--- src/core/bssm_pkg.sv ---
// Package: constants and types of the brake switch sequencer monitor
package bssm_pkg;
    localparam int unsigned CLK_HZ         = 25_000_000;
    localparam int unsigned CODE_W         = 4;
    localparam int unsigned CNT_W          = 28;
    localparam int unsigned CODE_MAX       = 9;
    // Times in milliseconds, as printed
    localparam int unsigned OVX_MS [10] = '{20, 40, 80, 150, 300,
                                            600, 1000, 1500, 2000, 2500};
    localparam int unsigned WAIT_MS [10] = '{20, 30, 50, 90, 150,
                                             300, 600, 1200, 2500, 5000};
    localparam int unsigned CYC_PER_MS     = CLK_HZ / 1000;
    localparam logic [3:0]  FB_MODE_RSVD   = 4'h8;
    localparam logic [3:0]  FB_MODE_OFF    = 4'h9;
    localparam logic [3:0]  HOLD_FULL      = 4'h0;
    localparam logic [15:0] FEEDBACK_ERROR_CODE = 16'h8353;
    localparam int unsigned IRQ_W          = 3;
    localparam logic [3:0]  A_STATUS       = 4'h0;
    localparam logic [3:0]  A_MASK         = 4'h4;
    localparam logic [3:0]  A_INFO         = 4'h8;
    localparam logic [3:0]  A_CODE         = 4'hC;
    localparam int unsigned EV_ERR         = 0;
    localparam int unsigned EV_ON          = 1;
    localparam int unsigned EV_CHECK       = 2;

    typedef struct packed {
        logic [3:0] hold;
        logic [3:0] ovx;
        logic [3:0] fb_mode;
        logic [3:0] wait_sel;
    } bssm_cfg_s;

    typedef struct packed {
        logic use_fb2;
        logic fb1_nc;
        logic fb2_nc;
        logic check_released;
        logic enabled;
    } bssm_fbdec_s;
endpackage : bssm_pkg

--- src/core/bssm_timer.sv ---
// Module: down counter with load and done pulse
`timescale 1ns/1ps
module bssm_timer #(
    parameter int unsigned W = 28
) (
    input  wire logic         ref_clk_in,
    input  wire logic         resetn_in,
    input  wire logic         load_in,
    input  wire logic [W-1:0] count_in,
    output logic              busy_out,
    output logic              done_out
);
    logic [W-1:0] cnt_q;
    logic         run_q;
    logic         done_q;

    always_ff @(posedge ref_clk_in or negedge resetn_in) begin
        if (!resetn_in) begin
            cnt_q  <= '0;
            run_q  <= 1'b0;
            done_q <= 1'b0;
        end else if (load_in) begin
            cnt_q  <= count_in;
            run_q  <= 1'b1;
            done_q <= 1'b0;
        end else if (run_q) begin
            if (cnt_q <= W'(1)) begin
                run_q  <= 1'b0;
                done_q <= 1'b1;
            end else begin
                cnt_q  <= cnt_q - W'(1);
                done_q <= 1'b0;
            end
        end else begin
            done_q <= 1'b0;
        end
    end

    assign busy_out = run_q;
    assign done_out = done_q;
endmodule : bssm_timer

--- src/core/bssm_top.sv ---
// Module: brake switch sequencer with feedback contact monitor
//
// The register offsets and the address-and-strobe port were left to the implementer.
`timescale 1ns/1ps
module bssm_top #(
    parameter int unsigned CNT_W      = bssm_pkg::CNT_W,
    parameter int unsigned CYC_PER_MS = bssm_pkg::CYC_PER_MS
) (
    input  wire logic        ref_clk_in,
    input  wire logic        resetn_in,
    input  wire logic [3:0]  hold_level_selector_in,
    input  wire logic [3:0]  overexcite_time_selector_in,
    input  wire logic [3:0]  feedback_mode_selector_in,
    input  wire logic [3:0]  settle_wait_selector_in,
    input  wire logic        load_cmd_in,
    input  wire logic [1:0]  feedback_in,
    input  wire logic        error_reset_in,
    input  wire logic [3:0]  reg_addr_in,
    input  wire logic [31:0] reg_wdata_in,
    input  wire logic        reg_write_in,
    input  wire logic        reg_read_in,
    output logic [31:0]      reg_rdata_out,
    output logic             load_on_out,
    output logic [3:0]       load_level_out,
    output logic             overexcite_out,
    output logic             feedback_error_out,
    output logic [15:0]      feedback_error_code_out,
    output logic             irq_out
);
    typedef enum logic [2:0] {
        ST_OFF  = 3'b001,
        ST_OVX  = 3'b010,
        ST_HOLD = 3'b100
    } bssm_state_e;

    function automatic logic [CNT_W-1:0] ms_to_cyc(input int unsigned ms);
        ms_to_cyc = CNT_W'(ms * CYC_PER_MS);
    endfunction : ms_to_cyc

    // Pin synchronisers: first stage read only by second stage
    logic [3:0] cmd_s1_q;
    logic [3:0] cmd_s2_q;
    logic [15:0] sel_s1_q;
    logic [15:0] sel_s2_q;
    always_ff @(posedge ref_clk_in or negedge resetn_in) begin
        if (!resetn_in) begin
            cmd_s1_q <= 4'h0;
            cmd_s2_q <= 4'h0;
            sel_s1_q <= 16'h0000;
            sel_s2_q <= 16'h0000;
        end else begin
            cmd_s1_q <= {error_reset_in, feedback_in, load_cmd_in};
            cmd_s2_q <= cmd_s1_q;
            sel_s1_q <= {hold_level_selector_in, overexcite_time_selector_in,
                         feedback_mode_selector_in, settle_wait_selector_in};
            sel_s2_q <= sel_s1_q;
        end
    end
    logic       cmd_sync;
    logic [1:0] fb_sync;
    logic       err_rst_sync;
    assign cmd_sync     = cmd_s2_q[0];
    assign fb_sync      = cmd_s2_q[2:1];
    assign err_rst_sync = cmd_s2_q[3];

    // Selectors caught once after reset release, held until the next reset
    bssm_pkg::bssm_cfg_s cfg_q;
    logic [1:0]          boot_q;
    always_ff @(posedge ref_clk_in or negedge resetn_in) begin
        if (!resetn_in) begin
            cfg_q  <= '0;
            boot_q <= 2'b00;
        end else if (boot_q != 2'b11) begin
            boot_q <= boot_q + 2'b01;
            if (boot_q == 2'b10) begin
                cfg_q <= bssm_pkg::bssm_cfg_s'(sel_s2_q);
            end
        end
    end
    logic ready;
    assign ready = (boot_q == 2'b11);

    // Codes above nine clamp to nine to keep the table index legal
    function automatic int unsigned clamp9(input logic [3:0] c);
        clamp9 = (c > 4'h9) ? 9 : int'(c);
    endfunction : clamp9

    logic [CNT_W-1:0] ovx_cyc;
    logic [CNT_W-1:0] wait_cyc;
    always_comb begin
        ovx_cyc  = ms_to_cyc(bssm_pkg::OVX_MS[clamp9(cfg_q.ovx)]);
        wait_cyc = ms_to_cyc(bssm_pkg::WAIT_MS[clamp9(cfg_q.wait_sel)]);
    end

    // Contact type decode
    bssm_pkg::bssm_fbdec_s dec;
    always_comb begin
        dec = '0;
        unique case (cfg_q.fb_mode)
            4'h0, 4'h4: dec = '{1'b1, 1'b1, 1'b0, 1'b0, 1'b1};
            4'h1, 4'h5: dec = '{1'b1, 1'b1, 1'b1, 1'b0, 1'b1};
            4'h2, 4'h6: dec = '{1'b0, 1'b1, 1'b0, 1'b0, 1'b1};
            4'h3:       dec = '{1'b0, 1'b0, 1'b0, 1'b0, 1'b1};
            4'h7:       dec = '{1'b1, 1'b0, 1'b0, 1'b0, 1'b1};
            default:    dec = '0; // Reserved, off and illegal codes
        endcase
        // Modes 0-3 and 7 also check with the load applied (brake released)
        dec.check_released = dec.enabled &&
            (cfg_q.fb_mode < 4'h4 || cfg_q.fb_mode == 4'h7);
    end

    // Load sequencer
    bssm_state_e state_q;
    logic        ovx_load;
    logic        ovx_done;
    logic        cmd_d1_q;
    logic        trans;
    assign trans    = ready && (cmd_sync != cmd_d1_q);
    assign ovx_load = trans && cmd_sync && (cfg_q.hold != bssm_pkg::HOLD_FULL);

    bssm_timer #(.W(CNT_W)) u_ovx (
        .ref_clk_in (ref_clk_in),
        .resetn_in  (resetn_in),
        .load_in    (ovx_load),
        .count_in   (ovx_cyc),
        .busy_out   (),
        .done_out   (ovx_done)
    );

    always_ff @(posedge ref_clk_in or negedge resetn_in) begin
        if (!resetn_in) begin
            cmd_d1_q <= 1'b0;
        end else if (ready) begin
            cmd_d1_q <= cmd_sync;
        end
    end

    always_ff @(posedge ref_clk_in or negedge resetn_in) begin
        if (!resetn_in) begin
            state_q <= ST_OFF;
        end else if (ready) begin
            unique case (state_q)
                ST_OFF: begin
                    if (cmd_sync) begin
                        if (cfg_q.hold != bssm_pkg::HOLD_FULL) begin
                            state_q <= ST_OVX;
                        end else begin
                            state_q <= ST_HOLD;
                        end
                    end
                end
                ST_OVX: begin
                    if (!cmd_sync) begin
                        state_q <= ST_OFF;
                    end else if (ovx_done) begin
                        state_q <= ST_HOLD;
                    end
                end
                ST_HOLD: begin
                    if (!cmd_sync) begin
                        state_q <= ST_OFF;
                    end
                end
                default: state_q <= ST_OFF;
            endcase
        end
    end

    // Level 0 means full supply; nonzero is the reduced hold code
    always_ff @(posedge ref_clk_in or negedge resetn_in) begin
        if (!resetn_in) begin
            load_on_out    <= 1'b0;
            load_level_out <= 4'h0;
            overexcite_out <= 1'b0;
        end else begin
            load_on_out    <= (state_q != ST_OFF);
            overexcite_out <= (state_q == ST_OVX);
            load_level_out <= (state_q == ST_HOLD) ? cfg_q.hold
                                                   : 4'h0;
        end
    end

    // Settle wait after every transition, either direction
    logic wait_done;
    logic wait_busy;
    logic chk_state_q;
    bssm_timer #(.W(CNT_W)) u_wait (
        .ref_clk_in (ref_clk_in),
        .resetn_in  (resetn_in),
        .load_in    (trans),
        .count_in   (wait_cyc),
        .busy_out   (wait_busy),
        .done_out   (wait_done)
    );
    always_ff @(posedge ref_clk_in or negedge resetn_in) begin
        if (!resetn_in) begin
            chk_state_q <= 1'b0;
        end else if (trans) begin
            chk_state_q <= cmd_sync;
        end
    end

    // Contact check: break contact closed (high) while load off
    logic [1:0] expect_lvl;
    logic       check_now;
    logic       mismatch;
    always_comb begin
        // Released: break contacts open, make contacts closed
        expect_lvl[0] = chk_state_q ? ~dec.fb1_nc : dec.fb1_nc;
        expect_lvl[1] = chk_state_q ? ~dec.fb2_nc : dec.fb2_nc;
        check_now = wait_done && !wait_busy && dec.enabled &&
                    (!chk_state_q || dec.check_released);
        // Only two contacts exist; second ignored for single-contact modes
        mismatch = check_now &&
                   ((fb_sync[0] != expect_lvl[0]) ||
                    (dec.use_fb2 && fb_sync[1] != expect_lvl[1]));
    end

    // Drive error latch: set wins over reset from the drive
    always_ff @(posedge ref_clk_in or negedge resetn_in) begin
        if (!resetn_in) begin
            feedback_error_out      <= 1'b0;
            feedback_error_code_out <= 16'h0000;
        end else if (mismatch) begin
            feedback_error_out      <= 1'b1;
            feedback_error_code_out <= bssm_pkg::FEEDBACK_ERROR_CODE;
        end else if (err_rst_sync) begin
            feedback_error_out      <= 1'b0;
            feedback_error_code_out <= 16'h0000;
        end
    end

    // Interrupt status, write one to clear, set wins
    logic [bssm_pkg::IRQ_W-1:0] ev;
    logic [bssm_pkg::IRQ_W-1:0] stat_q;
    logic [bssm_pkg::IRQ_W-1:0] mask_q;
    logic                       wr_stat;
    assign ev[bssm_pkg::EV_ERR]   = mismatch;
    assign ev[bssm_pkg::EV_ON]    = trans && cmd_sync;
    assign ev[bssm_pkg::EV_CHECK] = check_now;
    assign wr_stat = reg_write_in && (reg_addr_in == bssm_pkg::A_STATUS);

    always_ff @(posedge ref_clk_in or negedge resetn_in) begin
        if (!resetn_in) begin
            stat_q <= '0;
        end else begin
            stat_q <= ev | (stat_q &
                      ~(wr_stat ? reg_wdata_in[bssm_pkg::IRQ_W-1:0] : '0));
        end
    end

    always_ff @(posedge ref_clk_in or negedge resetn_in) begin
        if (!resetn_in) begin
            mask_q <= '0;
        end else if (reg_write_in && reg_addr_in == bssm_pkg::A_MASK) begin
            mask_q <= reg_wdata_in[bssm_pkg::IRQ_W-1:0];
        end
    end

    assign irq_out = |(stat_q & mask_q);

    always_ff @(posedge ref_clk_in or negedge resetn_in) begin
        if (!resetn_in) begin
            reg_rdata_out <= 32'h0000_0000;
        end else if (reg_read_in) begin
            unique case (reg_addr_in)
                bssm_pkg::A_STATUS: reg_rdata_out <= 32'(stat_q);
                bssm_pkg::A_MASK:   reg_rdata_out <= 32'(mask_q);
                bssm_pkg::A_INFO:   reg_rdata_out <= {23'h0, state_q,
                                        feedback_error_out, fb_sync,
                                        wait_busy, load_on_out, ready};
                bssm_pkg::A_CODE:   reg_rdata_out <= {16'h0000,
                                        bssm_pkg::bssm_cfg_s'(cfg_q)};
                default:            reg_rdata_out <= 32'h0000_0000;
            endcase
        end else begin
            reg_rdata_out <= 32'h0000_0000;
        end
    end
endmodule : bssm_top

--- config.mk ---
export PLATFORM = sky130hd
export DESIGN_NAME = bssm_top
export DESIGN_NICKNAME = d
export VERILOG_FILES = /design/src/core/bssm_pkg.sv /design/src/core/bssm_timer.sv /design/src/core/bssm_top.sv
export SDC_FILE = /design/constraint.sdc
export NUM_CORES = 1
export LEC_CHECK = 0
export BUFFER_PORTS_ARGS = -buffer_cell sky130_fd_sc_hd__buf_2
export CORE_MARGIN = 2
export CORE_UTILIZATION = 45
export CTS_BUF_LIST = sky130_fd_sc_hd__clkbuf_4 sky130_fd_sc_hd__clkbuf_8
export DETAILED_ROUTE_END_ITERATION = 6
export PLACE_DENSITY_LB_ADDON = 0.12
export SYNTH_ARGS = -nofsm -noshare
export SYNTH_HDL_FRONTEND = slang
export SYNTH_SLANG_ARGS = --single-unit
--- constraint.sdc ---
create_clock -name ref_clk_in -period 4.9 [get_ports ref_clk_in]
set_clock_uncertainty 0.05 [all_clocks]
set_input_delay 0.98 -clock ref_clk_in [delete_from_list [all_inputs] [get_ports ref_clk_in]]
set_output_delay 0.98 -clock ref_clk_in [all_outputs]
set_load 0.1 [all_outputs]
==> qor.yml <==
power_and_ir_drop:
  power.total_uw: 6030
  p_int_uw: 3390
  combinationalPowerShare: 0.546
  power_switching_uw: 2640
  powerDensity_mw_per_mm2: 430
  power.share.sequential: 0.290
  power_leakage_uw: 0.00677
  pwr-share-clk: 0.164
  switching_share: 0.438
  ir_worst_vdd_uv: 268
grt:
  use_met2: 0.366
  grtUsageTotal: 0.207
  grt_pass1_vias: 9340
  grt_pass1_wl_um: 46900
  use_met1: 0.274
  met3_usage: 0.0210
  grt_overflow: 0
  antenna_found_initial: 0
  busiest_layer: "met2"
  grt_max_degree: 100
detailed_routing:
  drt-total-wl_um: 27800
  wl_per_cell_um: 16.1
  num_vias: 9134
  routed_via_density: 5.28
  drtIter0Drc: 502
  first_pass_iters: 7
  detail-route-antenna-nets: 0
  drc: 0
critical_path:
  worstSetupEndpointType: "flop"
  crit_type: "flop to flop"
  crit_chain: "or2_4, a21o_1, ha_2, mux2_4, o21ai_4, buf_6, nor2_1, ha_2, fa_1, inv_1, fa_1, fa_1, inv_2, ha_4, nand2_4, o21bai_4, o311a_4, o311ai_2, o41ai_2, a21o_1"
  path_buf_inv: 3
  worstSetupStartpointType: "flop"
  cp_slowest_cell: "fa_1"
  slowest_delay_ps: 550
  arrival_ps: 5280
  worstPathMaxFanout: 3
  crit_top_cell: "fa_1"
  worstPathRequired_ps: 5190
  critPathTopFamily: "adder cells"
timing:
  slew_headroom: 0.223
  hold_viol: 0
  rsz0062_at_grt: "yes"
  max_freq_mhz: 200
  fin_crit_ps: 4990
  final_max_slew_viol_count: 0
  whs_ps: 300
  post-route-period-util: 1.02
  finalSetupViolations: 5
  tightest_slew_ps: 1170
  layout_setup_ws_ps: -89.3
clock_network:
  cts_num_sinks: 152
  insertion_delay_ps: 470
  root_buffer: "clkbuf_8"
  cts_tree: "done"
  hold_buffers: 0
  h-tree-depth: 4
  clk_pin_slew_ps: 120
  max-clock-path-buffers: 2
  cts_inserted_buffers: 17
floorplanning:
  die_x_um: 166
  placementRows: 59
  pin_count: 116
  die_h_um: 166
  dieArea_mm2: 0.0274
  coreArea_mm2: 0.0258
  initial_core_util: 0.455
logic_synthesis:
  synth_area_per_cell_um2: 9.46
  synthXorXnorAreaFrac: 0.0700
  ys_ff_latch: 152
  yosys_warnings: 0
  async_flop_share: 1.00
  synthAdderAreaFrac: 0.225
  synth_edf_count: 0
  ys_seq_area_frac: 0.324
  synth_simple_gate_area_frac: 0.145
  synth-compound-area-share: 0.132
  synth_ff_type: "dfrtp_1"
  synth_top_family_by_area: "adder cells"
  post_synth_num_cell_types: 78
  synth_area_mm2: 0.0118
  synth_cells: 1243
  synth.area.mux_share: 0.0268
place:
  dp.cells: 1686
  dp_hpwl_um: 21000
  io_buffers: 61
  place_area_mm2: 0.0130
  gp_congestion: 0.882
finish:
  fin_nets: 1634
  n_antenna_cell: 0
  final_area_mm2: 0.0140
  drive_gt1_frac: 0.241
  area_delta_synth_final_pct: 19.2
  final_cells: 1730
worst_hold_path:
  min_path_type: "flop to flop"
run:
  drv_cap: 0
outcome:
  violations: "negative setup slack"
  status: "finished, violations left"
[worst register-to-register path: cells and delay by family, from the launching register on]
kind            cells  cell delay (ps)
compound gates      7             1460
fa+ha+maj           6             2140
flops               1              390
mux                 1              280
buf+inv             3              220
simple gates        3              340
[cell type report]
| cell class | instances | area (um2) |
|---|---|---|
| clock buffer | 17 | 234 |
| clock inverter | 15 | 174 |
| fill | 2377 | 11800 |
| inverter | 131 | 497 |
| multi-input combinational | 911 | 7760 |
| sequential | 152 | 3810 |
| tap | 335 | 419 |
| timing repair buffer | 169 | 1130 |
[layout by cell type, fill, tap and decap left out, types with 19 or more instances in the layout]
cell type	n
dfrtp_1	150
ha_1	131
inv_1	120
buf_4	105
nand2_1	103
buf_2	60
nor2_1	59
o21ai_0	51
xor2_1	48
a21oi_1	43
xnor2_1	37
conb_1	27
fa_1	26
ha_4	21
nand3_1	20
nor3_1	19
mux2_2	19
[final timing paths]
| check | start | end | slack (ps) | depth (start not counted) |
|---|---|---|---|---|
| max | cfg_q[1]$_DFFE_PN0P_ | u_wait.cnt_q[22]$_DFFE_PN0P_ | -90 | 20 |
| min | sel_s1_q[6]$_DFF_PN0_ | sel_s2_q[6]$_DFF_PN0_ | 300 | 0 |
| max reg2reg | cfg_q[1]$_DFFE_PN0P_ | u_wait.cnt_q[22]$_DFFE_PN0P_ | -90 | 20 |
| min reg2reg | sel_s1_q[6]$_DFF_PN0_ | sel_s2_q[6]$_DFF_PN0_ | 300 | 0 |
| max in group asynchronous | resetn_in | cfg_q[11]$_DFFE_PN0P_ | 3290 | 2 |
| min in group asynchronous | resetn_in | sel_s2_q[1]$_DFF_PN0_ | 540 | 1 |
[metal layers]
| layer | vias to the layer above | part of all wire |
|---|---|---|
| met5 | - | 0 |
| met4 | 0 | 0.014 |
| met3 | 27 | 0.021 |
| met2 | 136 | 0.50 |
| met1 | 4410 | 0.46 |
| li1 | 4561 | - |
[state kept, by name, indices dropped and copies added, names as in the netlist, 16 cells and up]
register,flops
u_ovx.cnt_q,28
u_wait.cnt_q,28
cfg_q,16
reg_rdata_out,16
sel_s1_q,16
sel_s2_q,16
[stage by stage]
stage | setup TNS [ps] | util | setup WS (ps)
floorplan | -0.603 | - | -0.603
global placement | -1190 | 0.504 | -264
detailed placement | -1560 | 0.504 | -307
CTS | -722 | 0.528 | -158
global route | -2150 | 0.543 | -276
finish | -221 | 0.543 | -89.3
[power groups by stage]
stage               combinational, uW  clock (uW)  sequential, uW
finish                           3290         990            1750
floorplan                        2090           0            1780
detailed placement               2970           0            1770
global placement                 2950           0            1760
CTS                              3120        1020            1750
global route                     3680        1070            1790
[synthesized netlist by cell type, types with 7 or more instances]
master      n  share of area
fa_1       32          0.054
o22ai_1     8         0.0043
nand4b_1    8         0.0060
clkbuf_1   34          0.011
ha_1      160           0.17
or2_2       7         0.0037
nand2b_1   10         0.0053
o31ai_1     9         0.0057
buf_4      33          0.021
o21ai_0    59          0.025
dfrtp_1   151           0.32
a21o_1     13         0.0083
nor3_1     21         0.0089
and2_1     10         0.0053
or3_1      12         0.0064
o21a_1      8         0.0051
inv_1     128          0.041
a21oi_1    52          0.022
nand3_1    20         0.0085
nand4_1    13         0.0069
nor2b_1     7         0.0037
mux2i_1     9         0.0077
nor2_1     63          0.020
a22oi_1    13         0.0083
mux2_2     20          0.019
a31oi_1    12         0.0064
xor2_1     50          0.037
and3_1     13         0.0069
or4_1       8         0.0051
xnor2_1    44          0.033
nor4_1     12         0.0064
nand2_1   106          0.034
[timing repair]
item                       in CTS  in global routing
resized for setup              27                 65
setup endpoints to repair      14                 21
pin swaps                      26                 46
buffers inserted                6                  6
[kinds of logic (layout without fill, tap and decap cells)]
| logic type | count (synthesis) | after routing |
|---|---|---|
| compound gates | 237 | 237 |
| fa+ha+maj | 192 | 192 |
| flops | 152 | 152 |
| xor+xnor | 94 | 94 |
| mux | 29 | 29 |
| simple gates | 332 | 332 |
| buf+inv | 206 | 332 |
| other cells | 1 | 27 |
Power figures use the tool's default switching activity.
